## src/common/rors_map.vh

```
// Constants for the reference output refresh sequencer
`ifndef RORS_MAP_VH
`define RORS_MAP_VH
// ****************************************
// Channel and word layout
// ****************************************
`define RORS_NUM_CH 18
`define RORS_LAST_CH 5'h11
`define RORS_WORD_BITS 16
`define RORS_ADDR_MSB 14
`define RORS_ADDR_LSB 10
`define RORS_CODE_MSB 9
`define RORS_CODE_FULL 11'h400
// ****************************************
// Timing
// ****************************************
`define RORS_CLK_HZ 40000000
`define RORS_OSC_HZ 21000
// Half period of internal oscillator in clk cycles, rounded down
`define RORS_OSC_HALF ((`RORS_CLK_HZ / `RORS_OSC_HZ) / 2)
// Largest code step per visit; full span assumed 16 V, so 2 V = 128 codes
`define RORS_STEP_MAX 11'h080
`endif

```

## src/design/rors_top.v

```verilog
// Refresh sequencer with clock source selection and channel code store
`timescale 1ns/100ps
`include "rors_map.vh"
module rors_top (
    input wire clk_in,                  // System clock, 40 MHz
    input wire rst_in,                  // Synchronous reset, active high
    input wire clock_mode_in,           // Low internal, high external
    input wire refresh_clock_pin_in,    // Pin level from outside
    output reg refresh_clock_pin_out,   // Pin drive value
    output reg refresh_clock_pin_oe_n_out, // Low while driving the pin
    input wire serial_select_n_in,      // Serial select, active low
    input wire serial_clk_in,           // Serial shift clock
    input wire serial_data_in,          // Serial data, MSB first
    input wire thermal_hot_in,          // Die reached shutdown level
    input wire thermal_cool_in,         // Die dropped to recovery level
    output reg [4:0] refresh_channel_out, // Channel being refreshed
    output reg hold_switch_closed_out,  // Refresh switches closed
    output reg [9:0] converter_code_out, // Code presented to converter
    output reg enabled_out              // Part enabled, not shut down
);
    // ****************************************
    // Declarations
    // ****************************************
    localparam ST_LOW = 2'b01;  // Refresh clock low phase
    localparam ST_HIGH = 2'b10; // Refresh clock high phase

    wire int_osc;               // Internal oscillator
    reg [1:0] mode_s_r;         // Mode synchroniser
    reg [1:0] pin_s_r;          // Pin clock synchroniser
    reg [1:0] sel_s_r;          // Select synchroniser
    reg [1:0] sck_s_r;          // Serial clock synchroniser
    reg [1:0] sdi_s_r;          // Serial data synchroniser
    reg [1:0] hot_s_r;          // Hot flag synchroniser
    reg [1:0] cool_s_r;         // Cool flag synchroniser
    reg use_ext_r;              // Active clock source
    reg rclk_r;                 // Selected refresh clock
    reg pin_d_r;                // Previous synced pin level
    reg int_d_r;                // Previous internal oscillator level
    reg [2:0] rel_r;            // Recent pin release history
    reg [1:0] state_r;          // Refresh phase state
    reg [1:0] state_nxt;        // Next phase
    reg sck_d_r;                // Delayed serial clock
    reg sel_d_r;                // Delayed select
    reg [15:0] shift_r;         // Serial shift register
    reg [4:0] bits_r;           // Bits shifted in frame
    reg [9:0] target_r [0:17];  // Loaded channel codes
    reg [10:0] held_r [0:17];   // Code now held per channel
    reg [4:0] ptr_r;            // Refresh pointer
    reg [10:0] step_v;          // Stepped code for this visit
    integer i;                  // Loop index

    // Step one held code toward its target by at most the step limit
    function [10:0] rors_step;
        input [10:0] held;
        input [9:0] tgt;
        reg [10:0] t;
        begin
            t = {1'b0, tgt};
            if (t > held + `RORS_STEP_MAX)
                rors_step = held + `RORS_STEP_MAX;
            else if (held > t + `RORS_STEP_MAX)
                rors_step = held - `RORS_STEP_MAX;
            else
                rors_step = t;
        end
    endfunction

    // ****************************************
    // Internal oscillator
    // ****************************************
    rors_osc u_osc (
        .clk_in(clk_in),
        .rst_in(rst_in),
        .osc_out(int_osc)
    );

    // ****************************************
    // Input synchronisers
    // ****************************************
    // Two flops on every input from outside the clock domain
    always @(posedge clk_in) begin
        if (rst_in) begin
            mode_s_r <= 2'b00;
            pin_s_r <= 2'b11;
            sel_s_r <= 2'b11;
            sck_s_r <= 2'b00;
            sdi_s_r <= 2'b00;
            hot_s_r <= 2'b00;
            cool_s_r <= 2'b00;
        end else begin
            mode_s_r <= {mode_s_r[0], clock_mode_in};
            pin_s_r <= {pin_s_r[0], refresh_clock_pin_in};
            sel_s_r <= {sel_s_r[0], serial_select_n_in};
            sck_s_r <= {sck_s_r[0], serial_clk_in};
            sdi_s_r <= {sdi_s_r[0], serial_data_in};
            hot_s_r <= {hot_s_r[0], thermal_hot_in};
            cool_s_r <= {cool_s_r[0], thermal_cool_in};
        end
    end

    // ****************************************
    // Clock source selection
    // ****************************************
    // Source changes on the new source's rising edge while the old one is high,
    // so the high phase in progress is stretched, never cut short
    always @(posedge clk_in) begin
        if (rst_in) begin
            use_ext_r <= 1'b0;
            rclk_r <= 1'b1;
            pin_d_r <= 1'b1;
            int_d_r <= 1'b1;
            rel_r <= 3'b111;
        end else begin
            pin_d_r <= pin_s_r[1];
            int_d_r <= int_osc;
            rel_r <= {rel_r[1:0], refresh_clock_pin_oe_n_out};
            // Pin released long enough that the synchroniser shows the far source
            if (mode_s_r[1] && !use_ext_r && (&rel_r) && int_osc && pin_s_r[1] && !pin_d_r)
                use_ext_r <= 1'b1;
            else if (!mode_s_r[1] && use_ext_r && pin_s_r[1] && int_osc && !int_d_r)
                use_ext_r <= 1'b0;
            rclk_r <= use_ext_r ? pin_s_r[1] : int_osc;
        end
    end

    // Pin drive: released at reset, driven only in internal mode
    always @(posedge clk_in) begin
        if (rst_in) begin
            refresh_clock_pin_out <= 1'b1;
            refresh_clock_pin_oe_n_out <= 1'b1;
        end else begin
            refresh_clock_pin_out <= int_osc;
            // Release as soon as external is asked for; drive again once switched back
            refresh_clock_pin_oe_n_out <= mode_s_r[1] | use_ext_r;
        end
    end

    // ****************************************
    // Serial load of channel codes
    // ****************************************
    // Shift on serial clock rising edge; commit on select release
    always @(posedge clk_in) begin
        if (rst_in) begin
            sck_d_r <= 1'b0;
            sel_d_r <= 1'b1;
            shift_r <= 16'h0000;
            bits_r <= 5'h00;
            for (i = 0; i < `RORS_NUM_CH; i = i + 1) begin
                target_r[i] <= 10'h000;
            end
        end else begin
            sck_d_r <= sck_s_r[1];
            sel_d_r <= sel_s_r[1];
            if (sel_s_r[1]) begin
                bits_r <= 5'h00; // Frame idle
            end else if (sck_s_r[1] && !sck_d_r) begin
                shift_r <= {shift_r[14:0], sdi_s_r[1]};
                if (bits_r != 5'h1f)
                    bits_r <= bits_r + 5'h01;
            end
            // Complete word and valid address updates one code
            if (sel_s_r[1] && !sel_d_r && bits_r >= `RORS_WORD_BITS &&
                shift_r[`RORS_ADDR_MSB:`RORS_ADDR_LSB] <= `RORS_LAST_CH) begin
                target_r[shift_r[`RORS_ADDR_MSB:`RORS_ADDR_LSB]] <=
                    shift_r[`RORS_CODE_MSB:0];
            end
        end
    end

    // ****************************************
    // Refresh phase machine
    // ****************************************
    // Next phase follows the selected refresh clock
    always @* begin
        state_nxt = state_r;
        case (state_r)
            ST_LOW: begin
                if (rclk_r)
                    state_nxt = ST_HIGH;
            end
            ST_HIGH: begin
                if (!rclk_r)
                    state_nxt = ST_LOW;
            end
            default: begin
                state_nxt = ST_HIGH;
            end
        endcase
    end

    // Current held code of the pointed channel, stepped toward target
    always @* begin
        step_v = rors_step(held_r[ptr_r], target_r[ptr_r]);
    end

    // Falling edge refreshes pointer channel; rising edge opens and advances
    always @(posedge clk_in) begin
        if (rst_in) begin
            state_r <= ST_HIGH;
            ptr_r <= 5'h00;
            hold_switch_closed_out <= 1'b0;
            refresh_channel_out <= 5'h00;
            converter_code_out <= 10'h000;
            for (i = 0; i < `RORS_NUM_CH; i = i + 1) begin
                held_r[i] <= 11'h000;
            end
        end else begin
            state_r <= state_nxt;
            if (state_r == ST_HIGH && state_nxt == ST_LOW && enabled_out) begin
                hold_switch_closed_out <= 1'b1;
                refresh_channel_out <= ptr_r;
                held_r[ptr_r] <= step_v;
                // Held code below full scale maps as low ref + code/1024 span
                converter_code_out <= step_v[9:0];
            end else if (state_r == ST_LOW && state_nxt == ST_HIGH) begin
                hold_switch_closed_out <= 1'b0;
                if (ptr_r == `RORS_LAST_CH)
                    ptr_r <= 5'h00;
                else
                    ptr_r <= ptr_r + 5'h01;
            end else if (!enabled_out) begin
                hold_switch_closed_out <= 1'b0;
            end
        end
    end

    // ****************************************
    // Thermal shutdown with hysteresis
    // ****************************************
    always @(posedge clk_in) begin
        if (rst_in) begin
            enabled_out <= 1'b1;
        end else if (hot_s_r[1]) begin
            enabled_out <= 1'b0;
        end else if (cool_s_r[1]) begin
            enabled_out <= 1'b1;
        end
    end
endmodule

```

## src/design/rors_osc.v

```verilog
// Internal refresh oscillator, divided from the system clock
`timescale 1ns/100ps
`include "rors_map.vh"
module rors_osc (
    input wire clk_in,   // System clock
    input wire rst_in,   // Synchronous reset, active high
    output reg osc_out   // Internal refresh clock, about 21 kHz
);
    // ****************************************
    // Divider
    // ****************************************
    reg [9:0] cnt_r; // Half period counter

    // Toggle the output every half period
    always @(posedge clk_in) begin
        if (rst_in) begin
            cnt_r <= 10'h000;
            osc_out <= 1'b1;
        end else if (cnt_r == (`RORS_OSC_HALF - 1)) begin
            cnt_r <= 10'h000;
            osc_out <= ~osc_out;
        end else begin
            cnt_r <= cnt_r + 10'h001;
        end
    end
endmodule

```

## config.mk

```make
export PLATFORM = sky130hd
export DESIGN_NAME = rors_top
export DESIGN_NICKNAME = d
export VERILOG_FILES = /design/src/design/rors_top.v /design/src/design/rors_osc.v
export VERILOG_INCLUDE_DIRS = /design/src /design/src/common
export SDC_FILE = /design/constraint.sdc
export NUM_CORES = 1
export LEC_CHECK = 0
export ABC_AREA = 1
export BUFFER_PORTS_ARGS = -buffer_cell sky130_fd_sc_hd__buf_4
export CORE_ASPECT_RATIO = 0.75
export CORE_MARGIN = 2
export CORE_UTILIZATION = 51
export CTS_BUF_LIST = sky130_fd_sc_hd__clkbuf_16
export CTS_CLUSTER_DIAMETER = 60
export CTS_CLUSTER_SIZE = 25
export DETAILED_ROUTE_END_ITERATION = 10
export PLACE_DENSITY = 0.66
export REMOVE_ABC_BUFFERS = 1
export SLEW_MARGIN = 20
export SYNTH_ARGS = -nofsm -noshare
export SYNTH_HDL_FRONTEND = slang
export SYNTH_HIERARCHICAL = 1
export SYNTH_SLANG_ARGS = --single-unit
```

## constraint.sdc

```tcl
create_clock -name clk_in -period 4.9 [get_ports clk_in]
set_input_delay 0.98 -clock clk_in [delete_from_list [all_inputs] [get_ports clk_in]]
set_output_delay 0.98 -clock clk_in [all_outputs]
set_load 0.1 [all_outputs]
```

==> results by group <==
Clock tree
  • Clock root cell: clkbuf_16
  • Clk pin slew, worst setup/hold paths: 0.09 ns
  • CTS tree: done
  • CTS Buf Count: 44
  • Longest Clk Path Bufs: 3
  • Clock Latency Late Sink: 0.63 ns
  • Sink Count: 756
  • CTS H-tree lvls: 2

Critical path
  • CP required: 5.18 ns
  • Critical R2R Capture: held_r[22][8]
  • CP max FO: 87
  • Critical path arrival: 4.79 ns
  • Setup CP Type: reg2reg
  • Worst Reg-to-Reg Cells: 19
  • Flop2flop setup slack: 0.39 ns
  • Crit end category: flop
  • Critical path launch point type: flop

Floorplanning
  • Core area: 63800 sq um
  • Initial Utilization: 51.7%
  • Die Ht: 224 microns
  • Die W: 297 microns
  • Io pins: 28
  • Rows: 80
  • Die area: 66700 sq um

Hold path
  • HP Start: hot_s_r[0]
  • Hold path depth: 2
  • Worst min path class: reg2reg
  • Worst hold path endpoint: hot_s_r[1]

Timing
  • Fin worst setup slack: 0.394 ns
  • Clock period minus worst slack: 4.51 ns
  • Final Hold Violating Endpoints: 0
  • Final Skew: 0.0420 ns
  • Fin. max-slew vios: 0
  • RSZ-0062 raised after global routing: no
  • Setup TNS: 0 ns
  • Final setup violation count: 0
  • Actual slew at the worst max-slew pin: 0.949 ns
  • Slew margin rel.: 36.5%
  • Final period util: 92.0%
  • Max Freq: 222 MHz

Power
  • Lkg Pwr: 13.3 nW
  • Sw Share: 21.7%
  • Pwr Total: 11.7 mW
  • PwrDens: 326 nW/um^2
  • Comb pwr share: 2.7%
  • Maximum VDD drop: 0.259 mV
  • Power Internal: 9.19 mW
  • P_sw: 2.55 mW
  • Clock share of power: 36.2%
  • Flop pwr share: 61.1%

Global route
  • Pin count of the biggest net entering global routing: 117
  • Initial antenna violation count: 0
  • First-pass GRT wire length: 130 mm
  • Vias in the first global route: 21700
  • GRT Total Usage: 25.4%
  • Gr ovfl total: 0

Placed design
  • Placed instance area: 34500 sq um
  • Input/output buffers: 27
  • Worst slack, placed: 0.411 ns
  • Placed cell count: 3942
  • DP Wirelength: 53.5 mm
  • Placer congestion estimate: 0.896

Logic synthesis
  • Syn Inst Count: 3029
  • Seq/Total Area, Yosys: 66.4%
  • Post-Syn Area: 32900 sq um
  • Yosys warns: 6
  • Flops & latches, synth: 756
  • Unique cell type count in the Yosys netlist: 53
  • Post-Syn Area per Cell: 10.9 sq um

Layout
  • Syn-to-layout area delta: 9.31%
  • Fin cells: 4024
  • Layout cells sized above 1: 9.99%
  • Most frequent cells in the layout: edfxtp_1 (672), nor2_1 (645), nand2_1 (401)
  • Antenna diodes: 0
  • Post-route cell area: 36000 sq um
  • Nets: 3167
  • Commonest non-fill, non-tap cell in the layout: edfxtp_1

Routing
  • DR iter-0 viols: 2729
  • DRC errors left: 0
  • WL/cell: 21.2 microns
  • DR vias: 23000
  • Final wirelength: 85.2 mm
  • First-pass detailed-route iteration total: 5
  • Vias per Instance: 5.72
  • ANT nets after route: 0

Status
  • Status: complete, no violations

Run
  • Max-Cap Viols: 0
[cell families (layout without fill, tap and decap cells)]
logic type / Yosys count / in the layout / share of synthesized area, %
simple gates: 1415 / 1415 / 18.3
flops: 756 / 756 / 66.4
compound gates: 480 / 480 / 8.78
buf+inv: 341 / 336 / 5.24
fa+ha+maj: 29 / 29 / 1.10
xor+xnor: 7 / 7 / 0.186
other cells: 1 / 140 / 0.0114
[power groups by stage]
stage | Combinational [mW] | Sequential (mW) | Clock, mW
4_1_cts | 0.316 | 7.17 | 4.31
3_3_place_gp | 0.310 | 7.31 | 0
2_1_floorplan | 0.209 | 7.31 | 0
5_1_grt | 0.357 | 7.19 | 4.53
6_report | 0.321 | 7.17 | 4.25
3_5_place_dp | 0.315 | 7.32 | 0
[critical path, cell delays in order, from the launching register on]
cell	delay [ns]
dfxtp_4	0.43
buf_12	0.32
buf_6	0.31
o21ai_0	0.13
o221ai_1	0.21
nand3_1	0.13
nand3_1	0.24
nand2_1	0.12
ha_1	0.33
nand2_1	0.10
nor4_1	0.42
nand2_1	0.13
nand2_1	0.09
nand2_1	0.06
nand3_2	0.09
nand2_4	0.10
nand2_2	0.24
nand2_2	0.10
nand3_4	0.22
clkinvlp_4	0.30
[worst max-delay path by stage]
stage,startpoint,endpoint,slack [ns],cells past startpoint
2_1_floorplan,flop,held_r[17][0],-6.41,21
5_1_grt,flop,held_r[27][8],0.05,21
4_1_cts,flop,held_r[31][7],0.37,21
3_3_place_gp,flop,held_r[31][7],0.47,21
6_report,flop,held_r[22][8],0.39,19
3_5_place_dp,flop,held_r[27][7],0.41,21
[per-layer routing]
| metal | vias up | routed length [microns] | global-route usage (%) |
|---|---|---|---|
| met5 | - | 0 | 0 |
| met3 | 121 | 8660 | 5.37 |
| met2 | 1065 | 37700 | 37.9 |
| li1 | 10600 | - | - |
| met4 | 0 | 1790 | 6.55 |
| met1 | 11200 | 37100 | 38.0 |
[layout make-up]
cell class / instances / area (sq um)
inverter: 125 / 487
fill: 5367 / 27800
multi-input combinational: 2071 / 9880
tap: 861 / 1080
clock buffer: 45 / 1130
timing repair buffer: 131 / 1160
clock inverter: 35 / 400
sequential: 756 / 21900
[synthesized netlist by cell type, drive strengths merged]
cell type	number	area share, %
or2	9	0.17
nand4	8	0.20
dfxtp	84	5.1
nand2	417	5.0
nor4	1	0.019
o211ai	7	0.19
a31oi	1	0.019
inv	122	1.4
o21a	2	0.046
clkbuf	92	1.1
a221oi	1	0.027
conb	1	0.011
o2111ai	1	0.027
xor2	4	0.11
xnor2	3	0.080
a22o	1	0.027
o221ai	109	2.9
o21ai	297	4.5
nor3b	1	0.023
nand3b	3	0.068
a211oi	1	0.023
and2	9	0.21
nor3	14	0.24
o22ai	13	0.25
a21oi	45	0.72
clkinv	3	0.034
buf	124	2.8
nor2	697	8.4
o31ai	2	0.046
edfxtp	672	61
ha	29	1.1
nand3	256	4.0
[state kept, by name, indices dropped and copies added, names as in the netlist, 3 cells and up, named ones only]
register             count
bits_r                   5
shift_r                 15
held_r                 352
converter_code_out      10
u_osc/cnt_r             10
ptr_r                    5
refresh_channel_out      5
target_r               320
rel_r                    3
[stage by stage]
stage          hold WS (ns)  util, %
2_1_floorplan         0.388        -
3_3_place_gp          0.392     54.0
3_5_place_dp          0.392     54.0
4_1_cts               0.399     56.4
5_1_grt               0.427     56.5
6_report              0.390     56.5
[what timing repair did]
action                     CTS  global route
gates resized for setup      0             3
hold buffers                 0             0
setup endpoints to repair    0            97
buffers inserted             0             2
(Power assumes the default switching activity.)
